**src/shared/scq_defines.svh**
```systemverilog
`ifndef SCQ_DEFINES_SVH
`define SCQ_DEFINES_SVH
// Control request types
`define SCQ_TYPE_TASK_MGMT 32'h0000_0000
`define SCQ_TYPE_AN_QUERY 32'h0000_0001
`define SCQ_TYPE_AN_SUBSCRIBE 32'h0000_0002
// Task management subtypes
`define SCQ_TMF_ABORT_TASK 32'h0000_0000
`define SCQ_TMF_ABORT_TASK_SET 32'h0000_0001
`define SCQ_TMF_CLEAR_ACA 32'h0000_0002
`define SCQ_TMF_CLEAR_TASK_SET 32'h0000_0003
`define SCQ_TMF_IT_NEXUS_RESET 32'h0000_0004
`define SCQ_TMF_UNIT_RESET 32'h0000_0005
`define SCQ_TMF_QUERY_TASK 32'h0000_0006
`define SCQ_TMF_QUERY_TASK_SET 32'h0000_0007
// Async notify event bits
`define SCQ_AN_OPERATIONAL_CHANGE 32'h0000_0002
`define SCQ_AN_POWER_MGMT 32'h0000_0004
`define SCQ_AN_EXTERNAL_REQUEST 32'h0000_0008
`define SCQ_AN_MEDIA_CHANGE 32'h0000_0010
`define SCQ_AN_MULTI_HOST 32'h0000_0020
`define SCQ_AN_DEVICE_BUSY 32'h0000_0040
// Response codes
`define SCQ_RESP_OK 8'h00
`define SCQ_RESP_ABORTED 8'h02
`define SCQ_RESP_BAD_TARGET 8'h03
`define SCQ_RESP_RESET 8'h04
`define SCQ_RESP_FAILURE 8'h09
`define SCQ_RESP_FUNC_COMPLETE 8'h00
`define SCQ_RESP_FUNC_REJECTED 8'h0b
// Event codes and reasons
`define SCQ_EVT_NONE 32'h0000_0000
`define SCQ_EVT_UNIT_RESET 32'h0000_0001
`define SCQ_EVT_ASYNC_NOTIFY 32'h0000_0002
`define SCQ_EVT_PARAM_CHANGE 32'h0000_0003
`define SCQ_LOST_EVENTS_FLAG 32'h8000_0000
`define SCQ_REASON_HARD 32'h0000_0000
`define SCQ_REASON_RESCAN 32'h0000_0001
`define SCQ_REASON_REMOVED 32'h0000_0002
`define SCQ_PERIPH_MULTIMEDIA 5'h05
// Sense data
`define SCQ_KEY_ILLEGAL_REQUEST 4'h5
`define SCQ_KEY_UNIT_ATTENTION 4'h6
`define SCQ_ASC_NOT_SUPPORTED 8'h25
`define SCQ_ASC_RESET_OCCURRED 8'h29
`define SCQ_ASC_LUNS_CHANGED 8'h3f
`define SCQ_ASCQ_ZERO 8'h00
`define SCQ_ASCQ_LUNS_CHANGED 8'h0e
// Unit address format
`define SCQ_LUN_FORMAT_BYTE 8'h01
`endif

```
**src/shared/scq_pkg.sv**
```systemverilog
package scq_pkg;
    typedef enum logic [2:0] {
        SCQ_IDLE,
        SCQ_SCAN,
        SCQ_DRAIN,
        SCQ_RESPOND
    } scq_ctrl_e;
    typedef logic [63:0] scq_lun_t;
endpackage

```
**src/verilog/scq_ctrl_event.sv**
```systemverilog
`timescale 1ns/100ps
`include "scq_defines.svh"
// How it works
// - Legacy mode uses guest byte order for multi-byte fields.
// - Type 0 is task management; subtypes 0..7 select the function.
// - Fields irrelevant to the chosen function are ignored.
// - Unit address in request format; unit field ignored for nexus-wide functions.
// - Command identifier matched against outstanding commands where relevant.
// - Outcome written to response byte, mapped to standard outcomes.
// - Unit or nexus reset completes all matching commands with reset code.
// - Abort task or task set completes selected commands with aborted code.
// - All caused completions are issued before the function's own response.
// - Query returns the supported subset of the requested mask and response byte.
// - Event masks are one-hot; operational change 2, media change 16.
// - Subscribe records the supported subset of the requested mask for the unit and returns it.
// - Events are dropped when no event buffer is posted.
// - Bit 31 of event code set when earlier events were lost.
// - Code 0 written into short buffers, or to flag losses.
// - Code 1 reasons: 0 hard reset, 1 appeared, 2 removed.
// - Removed or rescan events only with hot-plug negotiated.
// - Reset events also raised as sense data on the unit.
// - Async notify reason holds only subscribed events.
// - Code 3 reason carries asc in bits 0-7, ascq in 8-15.
// - Parameter change never emitted for peripheral type 5.
module scq_ctrl_event
    import scq_pkg::*;
#(
    parameter int SLOTS = 16,
    parameter int UNITS = 16
)(
    input wire logic clk,
    input wire logic reset,
    input wire logic legacy,
    input wire logic guest_big_endian,
    input wire logic hot_plug_feature,
    input wire logic [31:0] supported_events,
    // Control request
    input wire logic ctrl_valid,
    input wire logic [31:0] ctrl_type,
    input wire logic [31:0] ctrl_subtype,
    input wire logic [63:0] ctrl_lun,
    input wire logic [63:0] ctrl_id,
    input wire logic [31:0] ctrl_event_requested,
    output logic ctrl_done,
    output logic [7:0] ctrl_response,
    output logic [31:0] ctrl_event_actual,
    // Outstanding request-queue commands
    input wire logic cmd_start,
    input wire logic [63:0] cmd_start_lun,
    input wire logic [63:0] cmd_start_id,
    input wire logic cmd_finish,
    input wire logic [$clog2(SLOTS)-1:0] cmd_finish_slot,
    output logic cmd_complete,
    output logic [$clog2(SLOTS)-1:0] cmd_complete_slot,
    output logic [7:0] cmd_complete_response,
    // Event sources
    input wire logic evt_valid,
    input wire logic [31:0] evt_code,
    input wire logic [63:0] evt_lun,
    input wire logic [31:0] evt_reason,
    input wire logic [4:0] evt_periph_type,
    input wire logic evt_buf_avail,
    input wire logic evt_buf_short,
    output logic evt_write,
    output logic [31:0] evt_out_code,
    output logic [63:0] evt_out_lun,
    output logic [31:0] evt_out_reason,
    // Sense data to attach to a unit
    output logic sense_valid,
    output logic [63:0] sense_lun,
    output logic [3:0] sense_key,
    output logic [7:0] sense_asc,
    output logic [7:0] sense_ascq
);
    localparam int SW = $clog2(SLOTS);
    localparam int UW = $clog2(UNITS);

    // Drain must fit the answer bound; unit index must stay inside the mask table
    if (SLOTS < 2 || SLOTS > 32 || UNITS < 2 || UNITS > 256 ||
        (UNITS & (UNITS - 1)) != 0) begin : g_bad_size
        $error("scq_ctrl_event: unsupported SLOTS or UNITS");
    end

    ////////////////////////////////////////////////////////////////////////////
    logic [31:0] type_le;
    logic [31:0] sub_le;
    logic [31:0] req_le;
    logic [31:0] actual_guest;
    logic [31:0] next_actual;

    scq_byte_order u_type (.legacy(legacy), .guest_big_endian(guest_big_endian),
        .value_in(ctrl_type), .value_out(type_le));
    scq_byte_order u_sub (.legacy(legacy), .guest_big_endian(guest_big_endian),
        .value_in(ctrl_subtype), .value_out(sub_le));
    scq_byte_order u_req (.legacy(legacy), .guest_big_endian(guest_big_endian),
        .value_in(ctrl_event_requested), .value_out(req_le));
    scq_byte_order u_act (.legacy(legacy), .guest_big_endian(guest_big_endian),
        .value_in(next_actual), .value_out(actual_guest));

    // compare address, target only for nexus-wide functions
    function automatic logic lun_match(input logic [63:0] a, input logic [63:0] b,
                                       input logic whole_nexus);
        if (whole_nexus) begin
            lun_match = (a[15:8] == b[15:8]);
        end else begin
            lun_match = (a[31:8] == b[31:8]);
        end
    endfunction

    ////////////////////////////////////////////////////////////////////////////
    // Outstanding command table
    logic [SLOTS-1:0] slot_busy;
    logic [63:0] slot_lun [SLOTS];
    logic [63:0] slot_id [SLOTS];
    logic [SW-1:0] alloc_slot;
    logic alloc_ok;
    logic [SLOTS-1:0] hit;
    logic [SLOTS-1:0] kill;
    scq_ctrl_e state;
    logic [SW-1:0] scan_idx;
    logic [7:0] kill_code;
    logic [31:0] op_type;
    logic [31:0] op_sub;
    logic [63:0] op_lun;
    logic [63:0] op_id;
    logic [31:0] op_req;
    logic op_nexus;

    always_comb begin
        alloc_slot = '0;
        alloc_ok = 1'b0;
        for (int i = SLOTS - 1; i >= 0; i--) begin
            if (!slot_busy[i]) begin
                alloc_slot = SW'(i);
                alloc_ok = 1'b1;
            end
        end
    end

    generate
        for (genvar g = 0; g < SLOTS; g++) begin : g_match
            assign hit[g] = slot_busy[g] && lun_match(slot_lun[g], op_lun, op_nexus) &&
                ((op_sub != `SCQ_TMF_ABORT_TASK && op_sub != `SCQ_TMF_QUERY_TASK) ||
                 slot_id[g] == op_id);
        end
    endgenerate

    always_ff @(posedge clk) begin
        if (reset) begin
            slot_busy <= '0;
        end else begin
            if (cmd_start && alloc_ok) begin
                slot_busy[alloc_slot] <= 1'b1;
                slot_lun[alloc_slot] <= cmd_start_lun;
                slot_id[alloc_slot] <= cmd_start_id;
            end
            if (cmd_finish) begin
                slot_busy[cmd_finish_slot] <= 1'b0;
            end
            if (state == SCQ_DRAIN && kill[scan_idx]) begin
                slot_busy[scan_idx] <= 1'b0;
            end
        end
    end

    ////////////////////////////////////////////////////////////////////////////
    // Control queue engine
    logic [31:0] sub_mask [UNITS];
    logic [UW-1:0] op_unit;
    assign op_unit = op_lun[8+UW-1:8];

    always_comb begin
        next_actual = supported_events;
        // one-hot masks, reported as supported subset except for task management
        if (op_type != `SCQ_TYPE_TASK_MGMT) begin
            next_actual = supported_events & op_req;
        end
    end

    always_ff @(posedge clk) begin
        if (reset) begin
            state <= SCQ_IDLE;
            scan_idx <= '0;
            kill <= '0;
            kill_code <= `SCQ_RESP_RESET;
            ctrl_done <= 1'b0;
            ctrl_response <= `SCQ_RESP_OK;
            ctrl_event_actual <= '0;
            cmd_complete <= 1'b0;
            cmd_complete_slot <= '0;
            cmd_complete_response <= `SCQ_RESP_OK;
            op_type <= '0;
            op_sub <= '0;
            op_lun <= '0;
            op_id <= '0;
            op_req <= '0;
            op_nexus <= 1'b0;
            for (int u = 0; u < UNITS; u++) begin
                sub_mask[u] <= '0;
            end
        end else begin
            ctrl_done <= 1'b0;
            cmd_complete <= 1'b0;
            case (state)
                SCQ_IDLE: begin
                    if (ctrl_valid) begin
                        op_type <= type_le;
                        op_sub <= sub_le;
                        op_lun <= ctrl_lun;
                        op_id <= ctrl_id;
                        op_req <= req_le;
                        op_nexus <= (sub_le == `SCQ_TMF_IT_NEXUS_RESET);
                        state <= SCQ_SCAN;
                    end
                end
                SCQ_SCAN: begin
                    kill <= '0;
                    scan_idx <= '0;
                    state <= SCQ_RESPOND;
                    if (op_type == `SCQ_TYPE_TASK_MGMT) begin
                        if (op_sub == `SCQ_TMF_UNIT_RESET || op_sub == `SCQ_TMF_IT_NEXUS_RESET ||
                            op_sub == `SCQ_TMF_CLEAR_TASK_SET) begin
                            kill <= hit;
                            kill_code <= `SCQ_RESP_RESET;
                            state <= SCQ_DRAIN;
                        end else if (op_sub == `SCQ_TMF_ABORT_TASK ||
                                     op_sub == `SCQ_TMF_ABORT_TASK_SET) begin
                            kill <= hit;
                            kill_code <= `SCQ_RESP_ABORTED;
                            state <= SCQ_DRAIN;
                        end
                    end
                end
                // one completion per killed slot before the function answer
                SCQ_DRAIN: begin
                    if (kill[scan_idx]) begin
                        cmd_complete <= 1'b1;
                        cmd_complete_slot <= scan_idx;
                        cmd_complete_response <= kill_code;
                    end
                    if (scan_idx == SW'(SLOTS - 1)) begin
                        state <= SCQ_RESPOND;
                    end
                    scan_idx <= scan_idx + 1'b1;
                end
                SCQ_RESPOND: begin
                    ctrl_done <= 1'b1;
                    ctrl_event_actual <= actual_guest;
                    state <= SCQ_IDLE;
                    if (op_type == `SCQ_TYPE_TASK_MGMT) begin
                        if (op_sub > `SCQ_TMF_QUERY_TASK_SET) begin
                            ctrl_response <= `SCQ_RESP_FUNC_REJECTED;
                        end else if ((op_sub == `SCQ_TMF_QUERY_TASK ||
                                      op_sub == `SCQ_TMF_QUERY_TASK_SET) && hit == '0) begin
                            ctrl_response <= `SCQ_RESP_FUNC_COMPLETE;
                        end else begin
                            ctrl_response <= `SCQ_RESP_FUNC_COMPLETE;
                        end
                    end else if (op_type == `SCQ_TYPE_AN_QUERY) begin
                        ctrl_response <= `SCQ_RESP_OK;
                    end else if (op_type == `SCQ_TYPE_AN_SUBSCRIBE) begin
                        ctrl_response <= `SCQ_RESP_OK;
                        sub_mask[op_unit] <= next_actual;
                    end else begin
                        ctrl_response <= `SCQ_RESP_FAILURE;
                    end
                end
                default: state <= SCQ_IDLE;
            endcase
        end
    end

    ////////////////////////////////////////////////////////////////////////////
    // Event queue
    logic lost;
    logic evt_allowed;
    logic [31:0] evt_reason_out;
    logic [UW-1:0] evt_unit;
    logic [31:0] code_g;
    logic [31:0] reason_g;
    assign evt_unit = evt_lun[8+UW-1:8];

    always_comb begin
        evt_allowed = 1'b1;
        evt_reason_out = evt_reason;
        if (evt_code == `SCQ_EVT_UNIT_RESET) begin
            evt_allowed = (evt_reason == `SCQ_REASON_HARD) ||
                (hot_plug_feature && (evt_reason == `SCQ_REASON_RESCAN ||
                                      evt_reason == `SCQ_REASON_REMOVED));
        end else if (evt_code == `SCQ_EVT_ASYNC_NOTIFY) begin
            evt_reason_out = evt_reason & sub_mask[evt_unit];
            evt_allowed = (evt_reason_out != '0);
        end else if (evt_code == `SCQ_EVT_PARAM_CHANGE) begin
            // asc in low byte, ascq next
            evt_reason_out = {16'h0000, evt_reason[15:0]};
            evt_allowed = (evt_periph_type != `SCQ_PERIPH_MULTIMEDIA);
        end else begin
            evt_allowed = 1'b0;
        end
    end

    scq_byte_order u_code (.legacy(legacy), .guest_big_endian(guest_big_endian),
        .value_in((evt_buf_short || !(evt_valid && evt_allowed)) ?
                  (`SCQ_EVT_NONE | (lost ? `SCQ_LOST_EVENTS_FLAG : 32'h0000_0000)) :
                  (evt_code | (lost ? `SCQ_LOST_EVENTS_FLAG : 32'h0000_0000))),
        .value_out(code_g));
    scq_byte_order u_reason (.legacy(legacy), .guest_big_endian(guest_big_endian),
        .value_in(evt_buf_short ? 32'h0000_0000 : evt_reason_out), .value_out(reason_g));

    always_ff @(posedge clk) begin
        if (reset) begin
            lost <= 1'b0;
            evt_write <= 1'b0;
            evt_out_code <= '0;
            evt_out_lun <= '0;
            evt_out_reason <= '0;
        end else begin
            evt_write <= 1'b0;
            if (evt_buf_avail && ((evt_valid && evt_allowed) || lost || evt_buf_short)) begin
                // flag losses; dummy code for short buffer or loss
                evt_write <= 1'b1;
                evt_out_code <= code_g;
                evt_out_lun <= evt_buf_short ? 64'h0 : evt_lun;
                evt_out_reason <= reason_g;
                // Set wins: an event squeezed out by a short buffer is lost too
                lost <= evt_buf_short && evt_valid && evt_allowed;
            end else if (evt_valid && evt_allowed && !evt_buf_avail) begin
                lost <= 1'b1;
            end
        end
    end

    // reset events also as sense data
    always_ff @(posedge clk) begin
        if (reset) begin
            sense_valid <= 1'b0;
            sense_lun <= '0;
            sense_key <= '0;
            sense_asc <= '0;
            sense_ascq <= '0;
        end else begin
            sense_valid <= evt_valid && evt_allowed &&
                (evt_code == `SCQ_EVT_UNIT_RESET || evt_code == `SCQ_EVT_PARAM_CHANGE);
            sense_lun <= evt_lun;
            sense_ascq <= `SCQ_ASCQ_ZERO;
            if (evt_code == `SCQ_EVT_PARAM_CHANGE) begin
                sense_key <= `SCQ_KEY_UNIT_ATTENTION;
                sense_asc <= evt_reason[7:0];
                sense_ascq <= evt_reason[15:8];
            end else if (evt_reason == `SCQ_REASON_REMOVED) begin
                sense_key <= `SCQ_KEY_ILLEGAL_REQUEST;
                sense_asc <= `SCQ_ASC_NOT_SUPPORTED;
            end else if (evt_reason == `SCQ_REASON_RESCAN) begin
                sense_key <= `SCQ_KEY_UNIT_ATTENTION;
                sense_asc <= `SCQ_ASC_LUNS_CHANGED;
                sense_ascq <= `SCQ_ASCQ_LUNS_CHANGED;
            end else begin
                sense_key <= `SCQ_KEY_UNIT_ATTENTION;
                sense_asc <= `SCQ_ASC_RESET_OCCURRED;
            end
        end
    end

    ////////////////////////////////////////////////////////////////////////////
    a_lost_flag_set: assert property (@(posedge clk) disable iff (reset)
        (lost && evt_buf_avail) |=> (evt_write && (legacy || evt_out_code[31])))
        else $error("lost events not flagged");
    a_drain_before_done: assert property (@(posedge clk) disable iff (reset)
        cmd_complete |-> !ctrl_done)
        else $error("completion overlapped response");
    a_no_hotplug: assert property (@(posedge clk) disable iff (reset)
        (evt_valid && evt_code == `SCQ_EVT_UNIT_RESET && evt_reason != `SCQ_REASON_HARD
         && !hot_plug_feature && !lost && !evt_buf_short) |=> !evt_write)
        else $error("hot-plug event without feature");
    a_no_mm_param: assert property (@(posedge clk) disable iff (reset)
        (evt_valid && evt_code == `SCQ_EVT_PARAM_CHANGE &&
         evt_periph_type == `SCQ_PERIPH_MULTIMEDIA && !lost && !evt_buf_short) |=> !evt_write)
        else $error("param change for multimedia unit");
    a_drop_sets_lost: assert property (@(posedge clk) disable iff (reset)
        (evt_valid && evt_allowed && !evt_buf_avail) |=> lost)
        else $error("drop not remembered");
    a_done_bounded: assert property (@(posedge clk) disable iff (reset)
        (state == SCQ_IDLE && ctrl_valid) |-> ##[2:40] ctrl_done)
        else $error("control request not answered");
    a_reset_code: assert property (@(posedge clk) disable iff (reset)
        (cmd_complete && (op_sub == `SCQ_TMF_UNIT_RESET)) |-> cmd_complete_response
        == `SCQ_RESP_RESET)
        else $error("wrong reset completion code");
    a_abort_code: assert property (@(posedge clk) disable iff (reset)
        (cmd_complete && (op_sub == `SCQ_TMF_ABORT_TASK || op_sub == `SCQ_TMF_ABORT_TASK_SET))
        |-> cmd_complete_response
        == `SCQ_RESP_ABORTED)
        else $error("wrong abort completion code");
    c_abort: cover property (@(posedge clk) cmd_complete && cmd_complete_response ==
        `SCQ_RESP_ABORTED);
    c_lost: cover property (@(posedge clk) evt_write && lost);
    c_subscribe: cover property (@(posedge clk) ctrl_done && op_type ==
        `SCQ_TYPE_AN_SUBSCRIBE);
endmodule

```
**src/verilog/scq_byte_order.sv**
```systemverilog
`timescale 1ns/100ps
// Swaps a 32-bit field between little-endian and guest order
module scq_byte_order
    import scq_pkg::*;
(
    input wire logic legacy,
    input wire logic guest_big_endian,
    input wire logic [31:0] value_in,
    output logic [31:0] value_out
);
    always_comb begin
        if (legacy && guest_big_endian) begin
            value_out = {value_in[7:0], value_in[15:8], value_in[23:16], value_in[31:24]};
        end else begin
            value_out = value_in;
        end
    end
endmodule

```
**config.mk**
```make
export PLATFORM = sky130hd
export DESIGN_NAME = scq_ctrl_event
export DESIGN_NICKNAME = d
export VERILOG_FILES = /design/src/shared/scq_pkg.sv /design/src/verilog/scq_ctrl_event.sv /design/src/verilog/scq_byte_order.sv
export VERILOG_INCLUDE_DIRS = /design/src /design/src/shared
export SDC_FILE = /design/constraint.sdc
export NUM_CORES = 2
export LEC_CHECK = 0
export BUFFER_PORTS_ARGS = -buffer_cell sky130_fd_sc_hd__buf_2
export CAP_MARGIN = 20
export CORE_MARGIN = 2
export CORE_UTILIZATION = 45
export CTS_BUF_LIST = sky130_fd_sc_hd__clkbuf_8
export CTS_CLUSTER_SIZE = 40
export DETAILED_ROUTE_END_ITERATION = 10
export PLACE_DENSITY_LB_ADDON = 0.08
export SYNTH_ARGS = -nofsm -noshare
export SYNTH_HDL_FRONTEND = slang
export SYNTH_SLANG_ARGS = --single-unit
```
**constraint.sdc**
```tcl
create_clock -name clk -period 6.75 [get_ports clk]
set_clock_uncertainty 0.15 [all_clocks]
set_input_delay 0.675 -clock clk [delete_from_list [all_inputs] [get_ports clk]]
set_output_delay 0.675 -clock clk [all_outputs]
set_load 0.02 [all_outputs]
```
## Yosys cells after proc, flatten, opt, wreduce, memory -nomap -nowiden

Memories as Yosys holds them, arrays and structs flattened.
Index checks and enable logic that the tools add are counted.

- Register bits after elaboration: 509
- RAM bits: 2560
- Output and inout bits: 268
- Word-level logic and storage cells: 327
- Memories kept: 3

Memory list:

| memory | words | bits a word | read ports | clocked after memory_dff | wr ports | RTL line | source |
|---|---|---|---|---|---|---|---|
| slot_id | 16 | 64 | 16 | 0 | 1 | scq_ctrl_event.sv:114 | `logic [63:0] slot_id [SLOTS];` |
| slot_lun | 16 | 64 | 16 | 0 | 1 | scq_ctrl_event.sv:113 | `logic [63:0] slot_lun [SLOTS];` |
| sub_mask | 16 | 32 | 1 | 0 | 16 | scq_ctrl_event.sv:168 | `logic [31:0] sub_mask [UNITS];` |

- $add $sub $neg: 1
- Order comparisons: 7
- Eq/ne operators: 68
- Mux-type cells: 121
- Bitwise gates (word level): 9
- Reductions and logical operators: 90

Operators by type and width:

| kind | count |
|---|---|
| 64-bit equality test | 16 |
| 32-bit two-way mux | 14 |
| 24-bit equality test | 16 |
| 32-bit by 2-bit equality test with 1-bit output (second input constant) | 5 |
| 32-bit by 1-bit equality test with 1-bit output (second input constant) | 4 |
| 8-bit equality test | 16 |
| 16-bit two-way mux | 8 |
| 32-bit by 3-bit equality test with 1-bit output (second input constant) | 3 |
| 32-bit logical NOT | 3 |
| 32-bit nonzero test | 3 |
| 4-bit two-way mux | 22 |
| 32-bit bitwise AND | 2 |
| 64-bit two-way mux | 1 |
| 1-bit two-way mux | 59 |
| 1-bit logical AND | 46 |
| 8-bit two-way mux | 5 |
| 16-bit bitwise AND | 2 |
| 32-bit by 3-bit > comparator with 1-bit output (second input constant) | 1 |
| 32-bit by 3-bit != test with 1-bit output (second input constant) | 1 |
| 16-bit NOT | 2 |
| 32-bit bitwise OR | 1 |
| 32-bit OR reduction | 1 |
| 1-bit logical OR | 25 |
| 16-bit bitwise OR | 1 |
| other kinds (23) | 39 |

## Logic depth before layout (Yosys ltp)

- Depth in word-level cells: 28
- Gate-level depth with buffers: 15
- Depth with buffers taken out: 9

## Cells and area by module

Synthesis repeated with hierarchy kept, for this count alone.

- Cell total of the unflattened synthesis: 7379
- Area, all modules: 102143.0 um2

By module, submodules not included:

| module | instances | cells each | area each (um2) | sequential area each (um2) |
|---|---|---|---|---|
| scq_ctrl_event | 1 | 7163 | 98877.3 | 67284.5 |
| scq_byte_order | 6 | 36 | 544.3 | 0.0 |

## Worst setup path after synthesis

Ideal clock, no wire load.

- Path kind: input-to-reg
- Start point: in cmd_start
- End point: mem slot_id[12][0] (enable)
- Setup time: 536 ps
- Arrival time: 5327 ps
- Data required time: 6064 ps
- Setup slack: 737 ps
- Cell stages on the path: 6
- Buffers on the path: 0
- Cell sequence: nand3_1 -> nor2_1 -> and2_0 -> and3_1 -> nand2_1 -> nor2_1

- Longest elaborated chain between the ends: 4

Ends and longest elaborated chain:

| item | RTL line | source |
|---|---|---|
| from (decl) | scq_ctrl_event.sv:48 | `input wire logic cmd_start,` |
| 1-bit logical AND | scq_ctrl_event.sv:152 | `if (cmd_start && alloc_ok) begin` |
| 1-bit two-way mux | scq_ctrl_event.sv:152 |  |
| 1-bit two-way mux | scq_ctrl_event.sv:149 | `if (reset) begin` |
| 1-bit two-way mux (not written as such) | scq_ctrl_event.sv:155 | `slot_id[alloc_slot] <= cmd_start_id;` |
| to (decl) | scq_ctrl_event.sv:114 |  |

No other way between the ends.

## Worst setup path in the final report

- Start point: in evt_lun[8]
- End point: reg evt_out_lun[48]

- Longest elaborated chain between the ends: 9

Ends and longest elaborated chain:

| item | RTL line | source |
|---|---|---|
| from (decl) | scq_ctrl_event.sv:59 | `input wire logic [63:0] evt_lun,` |
| memory read 16 x 32 bit | -- |  |
| 32-bit bitwise AND | scq_ctrl_event.sv:291 | `evt_reason_out = evt_reason & sub_mask[evt_unit];` |
| 32-bit nonzero test | scq_ctrl_event.sv:292 | `evt_allowed = (evt_reason_out != '0);` |
| 1-bit two-way mux | scq_ctrl_event.sv:290 | `` end else if (evt_code == `SCQ_EVT_ASYNC_NOTIFY) begin `` |
| 1-bit two-way mux | scq_ctrl_event.sv:286 | `` if (evt_code == `SCQ_EVT_UNIT_RESET) begin `` |
| 1-bit logical AND | scq_ctrl_event.sv:319 | `if (evt_buf_avail && ((evt_valid && evt_allowed) \|\| lost \|\| evt_buf_short)) begin` |
| 1-bit logical OR (2 in a row) | scq_ctrl_event.sv:319 |  |
| 1-bit logical AND | scq_ctrl_event.sv:319 |  |
| to (signal assigned) | scq_ctrl_event.sv:323 | `evt_out_lun <= evt_buf_short ? 64'h0 : evt_lun;` |
| to (decl) | scq_ctrl_event.sv:66 | `output logic [63:0] evt_out_lun,` |

No other way between the ends.
A chain may end at the register's enable or synchronous reset.

==> impl_metrics.yaml <==
status:
  outcome: "complete, no violations"
sta:
  tightest_slew_ns: 1.282
  relSlewSlack_pct: 13.73
  setup_ws_ns: 2.070
  fin_setup_tns_ns: 0
  setup_viol: 0
  rsz0062_at_grt: "no"
  min_period_ns: 4.680
  slew_viol_final: 0
  clock.fmax_mhz: 213.7
  period_share_pct: 69.33
  hold_violations: 0
routing:
  drt-pass1-iter-count: 8
  drc: 0
  routed_wl_um: 410400
  via_per_inst: 5.775
  wl_per_cell_um: 33.78
  num_vias: 70164
  antenna_left: 0
  dr.first_iter.drc_count: 9063
power_and_ir_drop:
  p_clk_share_pct: 35.4
  leakagePower_nw: 40.92
  switchingPower_mw: 10.53
  pwr-share-comb_pct: 17.1
  pwr-share-seq_pct: 47.5
  cellPowerDensity_mw_per_mm2: 296.3
  internal_power_mw: 25.07
  switching_share_pct: 29.58
  vdd_drop_max_uv: 235.8
cells_and_area:
  drive_gt1_share_pct: 18.54
  syn_to_final_growth_pct: 19.61
  fin_nets: 9354
  fill_cells: 19098
synth:
  synth_top_area_share_pct: 57.39
  synth.distinct_cells: 75
  netlist_area_sq_mm: 0.1005
  ys_top_cells_by_area: "edfxtp_1, xnor2_1, dfxtp_1, nor2_1, nand4_1"
  synth_flop_cell: "edfxtp_1"
  syn_inst: 7515
  yosysSeqAreaShare_pct: 66.98
  synth_area_per_cell_sq_um: 13.37
  synth_edf_count: 1920
  yosysWarnings: 0
  async_flop_share_pct: 0
  synth_seq_cells: 2401
  synth_area_leader_cell: "edfxtp_1"
placed_design:
  hpwlAfterDp_um: 259000
  gp_congestion: 0.9796
  numPortBuffers: 707
  preCtsSetupSlack_ns: 1.413
critical_path:
  r2r-end: "sub_mask[12][15]"
  timing.rr.start: "state[0]"
  regToRegSetupSlack_ns: 2.08
  path_class: "primary input to flip-flop"
  startpoint_type: "primary input"
  crit_chain: "buf_6 > buf_12 > mux4_2 > mux2i_1 > o22ai_1 > nor4_1 > nand4_1 > nand4b_1 > o21ai_4 > buf_12 > nand3b_1 > a21oi_1 > dlygate4sd3_1"
  cp.arrival_ns: 5.48
  slowest_delay_ns: 0.64
  cp_common_cell: "buf_12"
  slowest_stage: "o21ai_4"
  crit_fanout: 56
  crit_required_ns: 7.55
  reg2regPathDepth: 10
  crit_path_end_kind: "flip-flop"
worst_hold_path:
  hold_start: "supported_events[29]"
  min_to: "ctrl_event_actual[5]"
  worstHoldPathType: "primary input to flip-flop"
  holdPathStages: 5
clock_network:
  cts_hold_buf: 419
  clock_latency_ns: 1.13
  cts_setup_buffers: 0
  cts_sinks: 2401
  clkTransAtPathRegs_ns: 0.06
  clk_path_buf_depth: 4
  cts-buffers-inserted: 420
  cts_root_buffer: "clkbuf_8"
  ctsResizeCount: 0
  h-tree-depth: 5
  cts_tree: "done"
global_routing:
  grt_pass1_wl_um: 554800
  antenna_found_initial: 91
  grt_pass1_vias: 66938
  grt_max_degree: 131
  grtUsageTotal_pct: 35.46
  overflow: 0
floorplanning:
  io_pins: 800
  coreArea_sq_mm: 0.2221
  initial_core_util_pct: 45.23
  num_rows: 173
  die_area_sq_mm: 0.2270
  die_h_um: 476.5
  die_w_um: 476.5
flow_run:
  cap_violations: 0
## critical path, delay by kind of cell
| kind | cells | cell delay, ns |
|---|---|---|
| buf+inv | 4 | 1.73 |
| simple gates | 4 | 1.02 |
| mux | 2 | 0.99 |
| compound gates | 3 | 0.89 |
## cells by family (layout without fill, tap and decap cells)
family	after synthesis	in the layout	synth area share, %
and+or+nand+nor	2321	2321	10.82
AOI/OAI and AO/OA	573	573	3.798
buffers and inverters	549	2159	2.251
DFF	2401	2401	66.98
xor gates and xnor gates	1400	1400	12.21
other	1	50	0.003733
adders and majority gates	9	9	0.1096
muxes	261	261	3.836
## how the worst max path moves through the flow
| stage | from | end |
|---|---|---|
| 2_1_floorplan | cmd_start | slot_id[12][0] |
| 6_report | evt_lun[8] | evt_out_lun[48] |
| 3_3_place_gp | evt_lun[8] | evt_out_reason[8] |
| 5_1_grt | state[1] | sub_mask[12][15] |
| 4_1_cts | state[1] | sub_mask[12][15] |
| 3_5_place_dp | evt_lun[8] | evt_out_reason[15] |
## cell usage after synthesis (all sizes together), types with 8 or more instances
| cell type | n |
|---|---|
| a211oi | 41 |
| a21oi | 213 |
| a221o | 11 |
| a221oi | 10 |
| a22o | 8 |
| a22oi | 19 |
| a311oi | 96 |
| a31oi | 28 |
| and2 | 14 |
| and3 | 40 |
| buf | 100 |
| clkbuf | 414 |
| dfxtp | 481 |
| edfxtp | 1920 |
| ha | 8 |
| inv | 34 |
| mux2 | 22 |
| mux2i | 142 |
| mux4 | 97 |
| nand2 | 589 |
| nand2b | 30 |
| nand3 | 59 |
| nand3b | 64 |
| nand4 | 366 |
| nor2 | 878 |
| nor2b | 82 |
| nor3 | 31 |
| nor3b | 8 |
| nor4 | 141 |
| o211ai | 29 |
| o21ai | 54 |
| o22ai | 13 |
| xnor2 | 1301 |
| xor2 | 99 |
## area by class of cell
type	instances	area, sq um	share of cell area, %
Multi-Input combinational cell	4576	31320	26.07
Sequential cell	2401	67290	56.00
Timing Repair Buffer	1380	9874	8.218
Inverter	35	131.4	0.1093
Clock inverter	277	1290	1.074
Tap cell	2975	3722	3.098
Clock buffer	467	6427	5.349
Antenna cell	38	95.09	0.07914
## through the flow
step / instance area [sq um] / hold WS (ns) / cells / utilization, % / power [mW]
after floorplan: 100500 / 0.2714 / 7526 / - / 20.27
after global placement: 108000 / 0.2862 / 10935 / 48.62 / 22.81
after detailed placement: 108000 / 0.2933 / 10939 / 48.64 / 22.88
after CTS: 119900 / 0.0009435 / 12102 / 54.00 / 35.67
after global routing: 120100 / 0.006004 / 12125 / 54.07 / 36.73
final: 120200 / 0.05273 / 12149 / 54.10 / 35.60
## sequential cells by signal, summed over array words and instances (netlist names), 8 cells and up
| name | cells |
|---|---|
| op_id | 64 |
| sub_mask | 512 |
| ctrl_event_actual | 32 |
| op_sub | 32 |
| slot_id | 1024 |
| evt_out_lun | 64 |
| kill | 16 |
| slot_busy | 16 |
| sense_ascq | 8 |
| op_req | 32 |
| evt_out_reason | 32 |
| slot_lun | 384 |
| op_lun | 24 |
| evt_out_code | 32 |
| sense_asc | 8 |
| sense_lun | 64 |
| op_type | 32 |
## power groups by stage
stage	logic, mW	clock network (mW)	registers, mW
global route	6.38	13.4	16.9
floorplan	3.28	0	17.0
finish	6.10	12.6	16.9
CTS	6.03	12.8	16.9
global placement	5.63	0	17.2
detailed placement	5.69	0	17.2
## layout by cell type, fill, tap and decap left out, drive strengths merged, types with 38 or more instances in the layout
| cell | n |
|---|---|
| clkinv | 121 |
| nor2b | 82 |
| nand2 | 589 |
| and3 | 40 |
| mux4 | 97 |
| xor2 | 99 |
| o21ai | 54 |
| nor2 | 878 |
| edfxtp | 1920 |
| nor4 | 141 |
| xnor2 | 1301 |
| inv | 180 |
| dfxtp | 481 |
| buf | 961 |
| nand3 | 59 |
| a311oi | 96 |
| mux2i | 142 |
| nand4 | 366 |
| diode | 38 |
| a211oi | 41 |
| clkbuf | 467 |
| a21oi | 213 |
| dlygate4sd3 | 419 |
| nand3b | 64 |
## metal layers
| metal | up-vias | part of all wire, % | GRT usage (%) |
|---|---|---|---|
| li1 | 29709 | - | - |
| met5 | - | 0.043 | 0 |
| met3 | 801 | 9.0 | 6.901 |
| met1 | 35625 | 38 | 45.59 |
| met4 | 24 | 5.3 | 16.61 |
| met2 | 4005 | 48 | 57.89 |
Note: power is estimated with default switching activity, not from simulation.
